[src/emb_defines.vh]
// Summary of operation
// - data path is 8 or 16 bits, chosen by a run-time control field
// - four regions, each with its own active-low select output
// - each region has separate read and write wait-state counts
// - static async reads and writes; page mode only on the non-multiplexed bus
// - address latch marks the address phase in muxed modes, polarity selectable
// - 16-bit muxed: address/data share two low ports, high address on third
// - 16-bit mode: separate low and high write strobes, one read strobe
// - 8-bit muxed: 24 address bits, low data byte shares port with low address
// - 8-bit muxed: second port carries mid address, then zeros on write
// - 8-bit muxed: third port drives top address byte directly
// - 8-bit muxed: low write strobe is the only write strobe, read strobe reads
// - 8-bit non-muxed: data on one port, 16 address bits held on two ports
// - synchronous burst reads and writes in muxed and non-muxed modes
// - burst clock output runs full or half rate and can be disabled
// - memory holds wait input low while not ready; a burst beat is stretched
// - active-low burst advance output enables burst and advances memory address
// - byte enables share pins with write strobes, chosen by a control bit
// - burst length, type and read/write timing are programmable
`ifndef EMB_DEFINES_VH
`define EMB_DEFINES_VH
`define EMB_CTRL_OFF     12'h000
`define EMB_STAT_OFF     12'h004
`define EMB_REG0_OFF     12'h010
`define EMB_REG1_OFF     12'h014
`define EMB_REG2_OFF     12'h018
`define EMB_REG3_OFF     12'h01C
`define EMB_CTRL_RST     32'h0000_0000
`define EMB_REGN_RST     32'h0000_00FF
`define EMB_MODE_8NM     2'h0
`define EMB_MODE_8MX     2'h1
`define EMB_MODE_16MX    2'h2
`define EMB_C_MODE       1:0
`define EMB_C_ALEPOL     2
`define EMB_C_BEFN       3
`define EMB_C_BURST      4
`define EMB_C_BCLKEN     5
`define EMB_C_BCLKHALF   6
`define EMB_R_RWAIT      3:0
`define EMB_R_WWAIT      7:4
`define EMB_R_BASE       15:8
`define EMB_R_MASK       23:16
`define EMB_R_PAGE       24
`define EMB_R_BLEN       27:25
`define EMB_R_BWRAP      28
`define EMB_R_BEN        29
`define EMB_S_ERR        3
`define EMB_BEAT_GAP     2'h2
`endif

[src/emb_ctrl.v]
`timescale 1ns/1ps
`include "emb_defines.vh"
module emb_ctrl (
  input  wire        pclk,
  input  wire        presetn,
  input  wire        psel,
  input  wire        penable,
  input  wire        pwrite,
  input  wire [11:0] paddr,
  input  wire [31:0] pwdata,
  output reg  [31:0] prdata,
  output wire        pready,
  output wire        pslverr,
  input  wire        req_valid,
  input  wire        req_write,
  input  wire [23:0] req_addr,
  input  wire [15:0] req_wdata,
  input  wire [1:0]  req_be,
  output reg         req_done,
  output reg         req_err,
  output reg  [15:0] req_rdata,
  output wire [7:0]  p7_o,
  output wire [7:0]  p8_o,
  output wire        p8_oe,
  input  wire [7:0]  p8_i,
  output wire [7:0]  p9_o,
  output wire        p9_oe,
  input  wire [7:0]  p9_i,
  output wire        read_strobe_n,
  output wire        write_low_strobe_n,
  output wire        write_high_strobe_n,
  output wire        addr_latch_out,
  output wire        region0_select_n,
  output wire        region1_select_n,
  output wire        region2_select_n,
  output wire        region3_select_n,
  output wire        burst_bus_clock_out,
  input  wire        not_ready_in_n,
  output wire        burst_advance_n,
  output wire        write_enable_out_n
);
  localparam [5:0] S_IDLE  = 6'h01;
  localparam [5:0] S_ALE   = 6'h02;
  localparam [5:0] S_HOLD  = 6'h04;
  localparam [5:0] S_STRB  = 6'h08;
  localparam [5:0] S_BURST = 6'h10;
  localparam [5:0] S_RECOV = 6'h20;

  reg  [31:0] ctrl_q;
  reg  [31:0] rcfg_q [0:3];
  reg  [5:0]  st_q;
  reg  [23:0] addr_q;
  reg  [15:0] dout_q;
  reg         wr_q;
  reg  [1:0]  be_q;
  reg  [1:0]  rgn_q;
  reg         ok_q;
  reg         cs_hold_q;
  reg         burst_q;
  reg  [3:0]  wcnt_q;
  reg  [2:0]  beat_q;
  reg  [1:0]  gap_q;
  reg         err_q;
  reg         waited_q;
  reg  [7:0]  p8_m_q;
  reg  [7:0]  p8_s_q;
  reg  [7:0]  p9_m_q;
  reg  [7:0]  p9_s_q;
  reg         rdy_m_q;
  reg         rdy_s_q;
  reg         div_q;
  reg         bclk_gate_q;
  reg  [1:0]  hit_idx;
  reg         hit_any;
  integer     i;

  wire [1:0] mode     = ctrl_q[`EMB_C_MODE];
  wire       mode8    = (mode == `EMB_MODE_8NM) || (mode == `EMB_MODE_8MX);
  wire       muxed    = (mode != `EMB_MODE_8NM);
  wire       apb_wr   = psel & penable & pwrite;
  wire       mapped   = (paddr == `EMB_CTRL_OFF) || (paddr == `EMB_STAT_OFF) ||
                        (paddr == `EMB_REG0_OFF) || (paddr == `EMB_REG1_OFF) ||
                        (paddr == `EMB_REG2_OFF) || (paddr == `EMB_REG3_OFF);
  wire [31:0] cur_cfg = rcfg_q[rgn_q];
  wire       tick     = ctrl_q[`EMB_C_BCLKHALF] ? ~div_q : 1'b1;
  wire       beat     = st_q[2'd0+4] & tick & (wcnt_q == 4'h0) & (gap_q == 2'h0) & rdy_s_q;

  assign pready  = 1'b1;
  assign pslverr = psel & penable & ~mapped;

  function region_hit;
    input [23:0] a;
    input [31:0] cfg;
    begin
      region_hit = ((a[23:16] ^ cfg[`EMB_R_BASE]) & cfg[`EMB_R_MASK]) == 8'h00;
    end
  endfunction

  // lowest index wins so one select at most is ever active
  always @* begin
    hit_idx = 2'h0;
    hit_any = 1'b0;
    for (i = 3; i >= 0; i = i - 1) begin
      if (region_hit(req_addr, rcfg_q[i])) begin
        hit_idx = i[1:0];
        hit_any = 1'b1;
      end
    end
  end

  // page reuse needs the same region and the same 8-byte page, non-muxed only
  wire page_hit = cs_hold_q && hit_any && (hit_idx == rgn_q) &&
                  (req_addr[23:3] == addr_q[23:3]) && (req_write == wr_q);

  always @* begin
    case (paddr)
      `EMB_CTRL_OFF: prdata = ctrl_q;
      `EMB_STAT_OFF: prdata = {27'h0, waited_q, err_q, rgn_q, ~st_q[0]};
      `EMB_REG0_OFF: prdata = rcfg_q[0];
      `EMB_REG1_OFF: prdata = rcfg_q[1];
      `EMB_REG2_OFF: prdata = rcfg_q[2];
      `EMB_REG3_OFF: prdata = rcfg_q[3];
      default:       prdata = 32'h0000_0000;
    endcase
  end

  always @(posedge pclk or negedge presetn) begin
    if (!presetn) begin
      ctrl_q   <= `EMB_CTRL_RST;
      rcfg_q[0] <= `EMB_REGN_RST;
      rcfg_q[1] <= `EMB_REGN_RST;
      rcfg_q[2] <= `EMB_REGN_RST;
      rcfg_q[3] <= `EMB_REGN_RST;
    end else if (apb_wr) begin
      case (paddr)
        `EMB_CTRL_OFF: ctrl_q    <= {25'h0, pwdata[6:0]};
        `EMB_REG0_OFF: rcfg_q[0] <= {2'h0, pwdata[29:0]};
        `EMB_REG1_OFF: rcfg_q[1] <= {2'h0, pwdata[29:0]};
        `EMB_REG2_OFF: rcfg_q[2] <= {2'h0, pwdata[29:0]};
        `EMB_REG3_OFF: rcfg_q[3] <= {2'h0, pwdata[29:0]};
        default: ;
      endcase
    end
  end

  // pins from the outside world pass two stages before use
  always @(posedge pclk or negedge presetn) begin
    if (!presetn) begin
      p8_m_q  <= 8'h00;
      p8_s_q  <= 8'h00;
      p9_m_q  <= 8'h00;
      p9_s_q  <= 8'h00;
      rdy_m_q <= 1'b1;
      rdy_s_q <= 1'b1;
    end else begin
      p8_m_q  <= p8_i;
      p8_s_q  <= p8_m_q;
      p9_m_q  <= p9_i;
      p9_s_q  <= p9_m_q;
      rdy_m_q <= not_ready_in_n;
      rdy_s_q <= rdy_m_q;
    end
  end

  // burst clock: pclk itself at full rate, a divider at half rate
  always @(posedge pclk or negedge presetn) begin
    if (!presetn) begin
      div_q <= 1'b0;
    end else begin
      div_q <= ~div_q;
    end
  end

  // gate updated on the falling edge so the full-rate output cannot glitch
  always @(negedge pclk or negedge presetn) begin
    if (!presetn) begin
      bclk_gate_q <= 1'b0;
    end else begin
      bclk_gate_q <= ctrl_q[`EMB_C_BCLKEN];
    end
  end

  assign burst_bus_clock_out = ctrl_q[`EMB_C_BCLKHALF] ? (div_q & ctrl_q[`EMB_C_BCLKEN]) :
                               (pclk & bclk_gate_q);

  always @(posedge pclk or negedge presetn) begin
    if (!presetn) begin
      st_q      <= S_IDLE;
      addr_q    <= 24'h00_0000;
      dout_q    <= 16'h0000;
      wr_q      <= 1'b0;
      be_q      <= 2'h0;
      rgn_q     <= 2'h0;
      ok_q      <= 1'b0;
      cs_hold_q <= 1'b0;
      burst_q   <= 1'b0;
      wcnt_q    <= 4'h0;
      beat_q    <= 3'h0;
      gap_q     <= 2'h0;
      err_q     <= 1'b0;
      waited_q  <= 1'b0;
      req_done  <= 1'b0;
      req_err   <= 1'b0;
      req_rdata <= 16'h0000;
    end else begin
      req_done <= 1'b0;
      req_err  <= 1'b0;
      // software clears by writing one; a new error in that cycle wins
      if (apb_wr && (paddr == `EMB_STAT_OFF) && pwdata[`EMB_S_ERR])
        err_q <= 1'b0;
      if (gap_q != 2'h0)
        gap_q <= gap_q - 2'h1;
      case (st_q)
        S_IDLE: begin
          if (req_valid) begin
            if (!hit_any) begin
              err_q     <= 1'b1;
              req_done  <= 1'b1;
              req_err   <= 1'b1;
              ok_q      <= 1'b0;
              cs_hold_q <= 1'b0;
              st_q      <= S_RECOV;
            end else begin
              addr_q   <= req_addr;
              wr_q     <= req_write;
              be_q     <= mode8 ? 2'h1 : req_be;
              dout_q   <= mode8 ? {8'h00, req_wdata[7:0]} : req_wdata;
              rgn_q    <= hit_idx;
              ok_q     <= 1'b1;
              burst_q  <= ctrl_q[`EMB_C_BURST] & rcfg_q[hit_idx][`EMB_R_BEN];
              beat_q   <= 3'h0;
              wcnt_q   <= req_write ? rcfg_q[hit_idx][`EMB_R_WWAIT] :
                                      rcfg_q[hit_idx][`EMB_R_RWAIT];
              if (page_hit)
                st_q <= S_STRB;
              else
                st_q <= S_ALE;
              if (!page_hit)
                cs_hold_q <= 1'b0;
            end
          end
        end
        S_ALE: begin
          // muxed: hold address one more cycle with the latch inactive
          if (muxed)
            st_q <= S_HOLD;
          else if (burst_q)
            st_q <= S_BURST;
          else
            st_q <= S_STRB;
        end
        S_HOLD: begin
          st_q <= burst_q ? S_BURST : S_STRB;
        end
        S_STRB: begin
          if (wcnt_q != 4'h0) begin
            wcnt_q <= wcnt_q - 4'h1;
          end else begin
            // read data lags the pins by two cycles; wait states must cover it
            req_rdata <= mode8 ? {8'h00, p8_s_q} : {p9_s_q, p8_s_q};
            req_done  <= 1'b1;
            cs_hold_q <= ~muxed & cur_cfg[`EMB_R_PAGE] & ~burst_q;
            st_q      <= S_RECOV;
          end
        end
        S_BURST: begin
          if (tick && !rdy_s_q)
            waited_q <= 1'b1;
          if (wr_q && (gap_q != 2'h0))
            dout_q <= mode8 ? {8'h00, req_wdata[7:0]} : req_wdata;
          if (tick && (wcnt_q != 4'h0))
            wcnt_q <= wcnt_q - 4'h1;
          if (beat) begin
            req_rdata <= mode8 ? {8'h00, p8_s_q} : {p9_s_q, p8_s_q};
            req_done  <= 1'b1;
            gap_q     <= `EMB_BEAT_GAP;
            beat_q    <= beat_q + 3'h1;
            if (cur_cfg[`EMB_R_BWRAP])
              addr_q[2:0] <= addr_q[2:0] + 3'h1;
            else
              addr_q <= addr_q + 24'h00_0001;
            if (beat_q == cur_cfg[`EMB_R_BLEN])
              st_q <= S_RECOV;
          end
        end
        S_RECOV: begin
          ok_q <= cs_hold_q;
          st_q <= S_IDLE;
        end
        default: st_q <= S_IDLE;
      endcase
    end
  end

  // strobes decode from state flops; all change on the same clock edge
  wire in_addr  = st_q[1] | st_q[2];
  wire in_strb  = st_q[3];
  wire in_burst = st_q[4];
  wire active   = ok_q & ~st_q[0] & ~st_q[5] | cs_hold_q;
  wire data_ph  = in_strb | in_burst;
  wire wrl_n    = ~(in_strb & wr_q & be_q[0]);
  wire wrh_n    = ~(in_strb & wr_q & ~mode8 & be_q[1]);
  wire lbe_n    = ~(active & be_q[0]);
  wire ube_n    = ~(active & ~mode8 & be_q[1]);
  wire ale_act  = st_q[1] & muxed & ok_q;

  assign read_strobe_n       = ~(data_ph & ~wr_q);
  assign write_low_strobe_n  = ctrl_q[`EMB_C_BEFN] ? lbe_n : wrl_n;
  assign write_high_strobe_n = ctrl_q[`EMB_C_BEFN] ? ube_n : wrh_n;
  assign addr_latch_out      = ctrl_q[`EMB_C_ALEPOL] ? ale_act : ~ale_act;
  assign write_enable_out_n  = ~(in_burst & wr_q);
  assign burst_advance_n     = ~(burst_q & ok_q & (in_addr | in_burst));

  assign region0_select_n = ~(active & (rgn_q == 2'h0));
  assign region1_select_n = ~(active & (rgn_q == 2'h1));
  assign region2_select_n = ~(active & (rgn_q == 2'h2));
  assign region3_select_n = ~(active & (rgn_q == 2'h3));

  // port 7: top address byte when muxed, bits 15:8 when non-muxed
  assign p7_o = muxed ? addr_q[23:16] : addr_q[15:8];

  // port 8: low address during address phase when muxed, data otherwise
  assign p8_o  = (muxed & in_addr) ? addr_q[7:0] : dout_q[7:0];
  assign p8_oe = ok_q & ((muxed & in_addr) | (data_ph & wr_q));

  // port 9: mid address when muxed, then high data byte (zeros on 8-bit write), low address non-muxed
  assign p9_o  = ~muxed ? addr_q[7:0] :
                 in_addr ? addr_q[15:8] :
                 mode8 ? 8'h00 : dout_q[15:8];
  assign p9_oe = ok_q & (~muxed & active | muxed & (in_addr | (data_ph & wr_q)));
endmodule

[config.mk]
export PLATFORM = sky130hd
export DESIGN_NAME = emb_ctrl
export DESIGN_NICKNAME = d
export VERILOG_FILES = /design/src/emb_ctrl.v
export VERILOG_INCLUDE_DIRS = /design/src
export SDC_FILE = /design/constraint.sdc
export NUM_CORES = 1
export LEC_CHECK = 0
export BUFFER_PORTS_ARGS = -buffer_cell sky130_fd_sc_hd__buf_2
export CORE_MARGIN = 5
export CORE_UTILIZATION = 62
export DETAILED_ROUTE_END_ITERATION = 10
export GPL_TIMING_DRIVEN = 0
export HOLD_SLACK_MARGIN = 0.08
export MAX_ROUTING_LAYER = met4
export PLACE_DENSITY_LB_ADDON = 0.12
export SYNTH_ARGS = -nofsm -noshare
export SYNTH_HDL_FRONTEND = slang
export SYNTH_SLANG_ARGS = --single-unit
[constraint.sdc]
create_clock -name pclk -period 9.1 [get_ports pclk]
set_clock_uncertainty 0.05 [all_clocks]
set_input_delay 2.73 -clock pclk [delete_from_list [all_inputs] [get_ports pclk]]
set_output_delay 2.73 -clock pclk [all_outputs]
set_load 0.1 [all_outputs]
---- After elaboration in Yosys (flattened, before gate mapping) ----
Cells that the tools add are included.
storage, ports and cells
  memories ................................ 0
  logic and storage cells ................. 270
  flip-flop bits (word level) ............. 246
  output and inout bits ................... 89
  bits in writable memories ............... 0
  latch bits .............................. 0
  ROM bits ................................ 0
cells by class
  bitwise gates (word level) .............. 74
  multiply operators ...................... 0
  reductions and logical operators ........ 48
  eq/ne operators ......................... 29
  shifts and indexed selects .............. 0
  $lt $le $gt $ge ......................... 2
  $add $sub $neg .......................... 5
  multiplexer cells ....................... 81
  divide/modulo/power cells ............... 0
operators with widths
  operator                                                                number
  30-bit case mux with 6 select lines                                     1
  32-bit binary-select mux with 2-bit select                              2
  16-bit two-way mux                                                      7
  24-bit two-way mux                                                      3
  16-bit case mux with 2 select lines                                     2
  30-bit two-way mux                                                      2
  29-bit two-way mux                                                      2
  12-bit by 5-bit equality test with 1-bit output, second input constant  4
  24-bit case mux with 2 select lines                                     1
  8-bit two-way mux                                                       5
  1-bit bitwise AND                                                       37
  8-bit bitwise AND                                                       4
  8-bit zero test                                                         4
  8-bit bitwise XOR                                                       4
  6-bit two-way mux                                                       5
  6-bit case mux with 5 select lines                                      1
  24-bit by 1-bit adder with 24-bit output, second input constant         1
  1-bit two-way mux                                                       24
  4-bit two-way mux                                                       6
  21-bit equality test                                                    1
  21-bit two-way mux                                                      1
  1-bit inverter                                                          20
  2-bit inequality test, second input constant                            9
  2-bit two-way mux                                                       8
  38 further kinds                                                        85

---- Logic depth before layout (Yosys ltp) ----
Gate-level depths: netlist (run 1).
  depth after elaboration ................. 15
  mapped depth ............................ 11

==> flow_summary.ini, run 1 <==
[yosys]
synth_xor_area_share_pct = 4.22
synth_top_area_cell = dfrtp_1
synth_top_family_by_area = multiplexers
synth-edff-count = 0
netlist_instances = 1118
synth_common_cells = dfrtp_1, nand2_1, mux2_2
synth-simple-area-share_pct = 12.2
ys_ff_latch = 246
synthMuxAreaShare_pct = 17.2
yosys.area.top_type_share_pct = 42.2
ys.warnings.count = 0
yosys-top-cells-area = dfrtp_1, mux2_2, dfstp_2, nand2_1, xor2_1
avgSynthCellArea_um2 = 11.1
yosysMostFrequentCell = dfrtp_1
synth_area_um2 = 12500
synthAdderAreaFrac_pct = 0.301
yosys_most_used_dff = dfrtp_1
synth-async-reset-ratio_pct = 100
synth_cell_type_count = 73
synth_compound_area_share_pct = 12.8
yosysSeqAreaShare_pct = 49.8

[timing]
tns_ns = 0
tightest_slew_ns = 1.24
hold_viol = 0
setup_viol = 0
slew_headroom_pct = 17.3
rsz0062_at_grt = no
slew_violations = 0

[placement]
dp_hpwl_um = 25900
place_congestion = 0.965
io_buffer_count = 183
placed_cells = 1569

[grt]
overflow = 0
met1_usage_pct = 44.1
grt_usage_pct = 33.1
grt_pass1_vias = 10415
antenna_found_initial = 1
grt_max_degree = 125
busiest_layer = met2
grt_pass1_wl_um = 57000
use_met2_pct = 51.4
met3_usage_pct = 6.28

[floorplanning]
die-area_um2 = 23000
die_x_um = 152
fp-row-count = 51
core_area_um2 = 19600
start_util_pct = 63.6
io_pins = 199
die_h_um = 152

[cells_and_area]
multi_input_area_um2 = 5840
final_nets = 1448
drive_gt1_share_pct = 36.4
instances_no_fill = 1621
areaGrowthSynthToFinish_pct = 18.3
nFillCells = 1380
seqCellArea_um2 = 6200

[clock_network]
cts_tree = built
cts_resized = 0
cts_hold_buffers = 0
post-cts-setup-buffers = 0
clkTransAtPathRegs_ns = 0.06
clock_latency_ns = 0.65

[routing]
ant_nets = 0
wl_um = 36700
wire_per_inst_um = 22.7
detailedRoute.firstIterationViolations = 1133
drtPass1Iterations = 9
drcViolationCount = 0
post_drt_via_cell_ratio = 6.30
via_count = 10217

[worst_setup_path]
worstPathRequired_ns = 6.32
crit_path_start_kind = flip-flop
critical_path.endpoint_type = output port
path_class = reg -> out
reg2reg_depth = 0
cp_max_fo = 1
cp.arrival_ns = 6.26

[power_and_ir_drop]
power.density_nw_per_um2 = 284
leakagePower_nw = 7.09
peakVddDrop_mv = 0.166

[run_status]
status = finished clean

[hold_path]
min_path_type = reg -> reg
holdPathStages = 0

[flow_run]
drv_cap = 0
## final cells by class
class | instances | area share [%]
multi-input cells | 782 | 39.6
plain buffers | 75 | 2.42
well taps | 265 | 2.25
flip-flops and latches | 246 | 42.1
clock buffers | 36 | 5.38
clock inverters | 16 | 1.20
inverters | 16 | 0.408
repair buffers | 184 | 6.62
diodes | 1 | 0.0170
## report_power, final
part	switching, mW	leakage [nW]	internal (mW)	total, mW
combinational	1.27	3.49	0.377	1.65
sequential	0.128	3.12	1.24	1.37
clock	0.465	0.480	0.700	1.16
## per-stage QoR
stage / hold slack [ns] / area (um2) / total power [mW] / util, % / setup WS [ns]
global route: 0.312 / 14700 / 4.33 / 75.2 / 0.0408
CTS: 0.295 / 14700 / 4.18 / 75.2 / 0.0347
global placement: 0.282 / 13700 / 2.99 / 69.9 / -3.42
detailed placement: 0.285 / 13800 / 3.02 / 70.3 / 0.716
floorplan: 0.281 / 12500 / 2.69 / - / 0.0168
finish: 0.295 / 14700 / 4.18 / 75.2 / 0.0594
## critical path, cell delays in order (launching register included)
cell,delay [ns]
dfrtn_1,0.41
nand2_1,0.07
o21ai_1,0.12
buf_2,0.45
## sequential cells by signal, summed over array words and instances (netlist names), 3 cells and up
name,flops
ctrl_q,7
region_hit.cfg,30
p8_m_q,8
wcnt_q,4
req_rdata,16
addr_q,24
st_q,6
beat_q,3
p9_m_q,8
p8_s_q,8
rcfg_q,90
dout_q,16
p9_s_q,8
## cell families after synthesis
group	count (synthesis)
DFF	246
xor gates and xnor gates	60
adders and majority gates	3
muxes	183
AOI/OAI and AO/OA	213
buffers and inverters	91
other	2
and+or+nand+nor	320
## routing by layer
metal | part of all wire (%) | vias up
met5 | 0 | -
met2 | 47 | 576
li1 | - | 4503
met4 | 3.5 | 0
met3 | 9.5 | 102
met1 | 40 | 5036
## final timing paths
check	start	slack (ns)	end
min in group asynchronous	presetn	2.06	dout_q[6]
hold / removal	p8_m_q[7]	0.29	p8_s_q[7]
max in group asynchronous	presetn	1.99	bclk_gate_q
hold reg to reg	p8_m_q[7]	0.29	p8_s_q[7]
setup reg to reg	ctrl_q[5]	3.88	bclk_gate_q
setup / recovery	bclk_gate_q	0.06	burst_bus_clock_out
## cell usage in the layout (no fill, tap or decap), types with 4 or more instances in the layout
master	instances
dfrtp_1	210
buf_2	197
nand2_1	170
mux2_2	151
o21ai_0	61
xor2_1	49
clkbuf_1	48
nor2_1	40
dfstp_2	35
nand3_1	30
a222oi_1	30
clkbuf_16	29
a21oi_1	22
mux2i_1	21
a22oi_1	19
inv_1	16
nor3_1	12
nand4_1	11
xnor2_1	11
and3_1	10
a32oi_1	10
mux4_2	10
o21ai_1	9
a2bb2oi_2	8
o22ai_1	7
buf_4	7
clkinv_2	7
nor3b_1	5
o211ai_1	5
and4_1	5
a21oi_2	5
a31oi_1	5
nor4_1	4
buf_6	4
nor2_2	4
o2111ai_1	4
clkbuf_8	4
No activity file was read; power rests on OpenSTA's default activity.
==> run 2: changes to the inputs <==
--- a/config.mk
+++ b/config.mk
@@ -10,10 +10,12 @@
 export CORE_MARGIN = 5
 export CORE_UTILIZATION = 62
 export DETAILED_ROUTE_END_ITERATION = 10
+export GPL_ROUTABILITY_DRIVEN = 0
 export GPL_TIMING_DRIVEN = 0
 export HOLD_SLACK_MARGIN = 0.08
 export MAX_ROUTING_LAYER = met4
 export PLACE_DENSITY_LB_ADDON = 0.12
+export REMOVE_ABC_BUFFERS = 1
 export SYNTH_ARGS = -nofsm -noshare
 export SYNTH_HDL_FRONTEND = slang
 export SYNTH_SLANG_ARGS = --single-unit
==> flow_summary.ini, run 2 (synthesized netlist as in run 1, its figures left out) <==
[worst_setup_path]
path_class = reg -> out
crit_chain = nand2_1, o21ai_1, buf_6
worst_path_largest_cell_delay_ns = 0.38
cp_slowest_cell = dfrtn_1
critical_path.endpoint_type = output port
crit_path_start_kind = flip-flop
cp_num_buf_inv = 1
critical_path.top_delay_family = flip-flops
cp.arrival_ns = 6.15
cp_max_fo = 1
worstPathRequired_ns = 6.32

[power_and_ir_drop]
peakVddDrop_mv = 0.177
leakagePower_nw = 7.08
finalPower_mw = 4.13
power.density_nw_per_um2 = 281

[cells_and_area]
final_cell_mix = dfrtp_1, buf_2, nand2_1
instances_no_fill = 1575
final_nets = 1400
nFillCells = 1351
regMostFlops = rcfg_q
final_common_cell = dfrtp_1
drive_gt1_share_pct = 38.2
areaGrowthSynthToFinish_pct = 18.2
largest_reg_flops = 90

[placement]
io_buffer_count = 193
dp_hpwl_um = 23400
pre_cts_ws_ns = 0.819
placed_cells = 1519

[grt]
grt_usage_pct = 30.3
grt_max_degree = 108
grt_pass1_vias = 9834
grt_pass1_wl_um = 53100
antenna_found_initial = 3
overflow = 0

[timing]
tightest_slew_ns = 1.26
slew_headroom_pct = 16.0
setup_viol = 0
slew_violations = 0
tns_ns = 0
layout_setup_ws_ns = 0.166
rsz0062_at_grt = no
hold_viol = 0

[routing]
drcViolationCount = 0
detailedRoute.firstIterationViolations = 1019
ant_nets = 0
wire_per_inst_um = 21.4
drtPass1Iterations = 6
via_count = 9754
post_drt_via_cell_ratio = 6.19
wl_um = 33700

[floorplanning]
start_util_pct = 63.6
die_x_um = 152
die-area_um2 = 23000
io_pins = 199
core_area_um2 = 19600
fp-row-count = 51
die_h_um = 152

[run_status]
status = finished clean

[hold_path]
min_path_type = reg -> reg

[clock_network]
post-cts-setup-buffers = 0
cts_tree = built
cts_hold_buffers = 0
clkTransAtPathRegs_ns = 0.06
clock_latency_ns = 0.66

[flow_run]
drv_cap = 0
run 2: cell count changes in the layout (fill, tap and decap cells not counted), moves of 2 or more:
cell	change
buf_4	-4
buf_16	+2
nor2_1	-3
buf_2	-6
diode_2	+2
clkbuf_1	-43
buf_6	+2
clkinvlp_4	-2
buf_1	-3
nor2_4	+3
buf_8	+5
run 2: path summary, 6_finish.rpt:
kind	start	endpoint	slack (ns)	cells past startpoint
setup / recovery	bclk_gate_q	burst_bus_clock_out	0.17	3
hold / removal	p8_m_q[5]	p8_s_q[5]	0.29	0
setup reg to reg	ctrl_q[5]	bclk_gate_q	3.94	0
hold reg to reg	p8_m_q[5]	p8_s_q[5]	0.29	0
max in group asynchronous	presetn	bclk_gate_q	1.68	2
min in group asynchronous	presetn	p9_s_q[2]	1.98	1
run 2: metrics by stage:
stage,instance area (um2),hold slack [ns],utilization [%]
global route,14700,0.295,75.1
CTS,14700,0.297,75.0
detailed placement,13700,0.286,70.1
floorplan,12100,0.281,-
global placement,13400,0.282,68.4
finish,14700,0.295,75.1
run 2: report_power, final:
part	total (mW)	switching [mW]	internal (mW)
clock network	1.16	0.458	0.702
registers	1.41	0.170	1.24
logic	1.56	1.21	0.356
run 2: timing repair:
action	in CTS	in global routing
setup endpoints to repair	2	2
gates resized for setup	2	1
pin swaps	0	0
run 2: routing by layer:
layer | global-route usage [%] | up-vias | part of all wire [%]
met2 | 48.8 | 427 | 48
li1 | - | 4405 | -
met1 | 39.9 | 4852 | 41
met3 | 5.32 | 70 | 8.1
met5 | - | - | 0
met4 | 8.98 | 0 | 3.0
run 2: cell type report:
type / count / area, um2 / share of cell area (%)
flip-flops and latches: 246 / 6200 / 42.1
repair buffers: 210 / 1250 / 8.52
clock buffers: 41 / 850 / 5.77
clock inverters: 12 / 131 / 0.892
diodes: 3 / 7.51 / 0.0510
well taps: 265 / 332 / 2.25
multi-input cells: 782 / 5890 / 40.0
inverters: 16 / 60.1 / 0.408
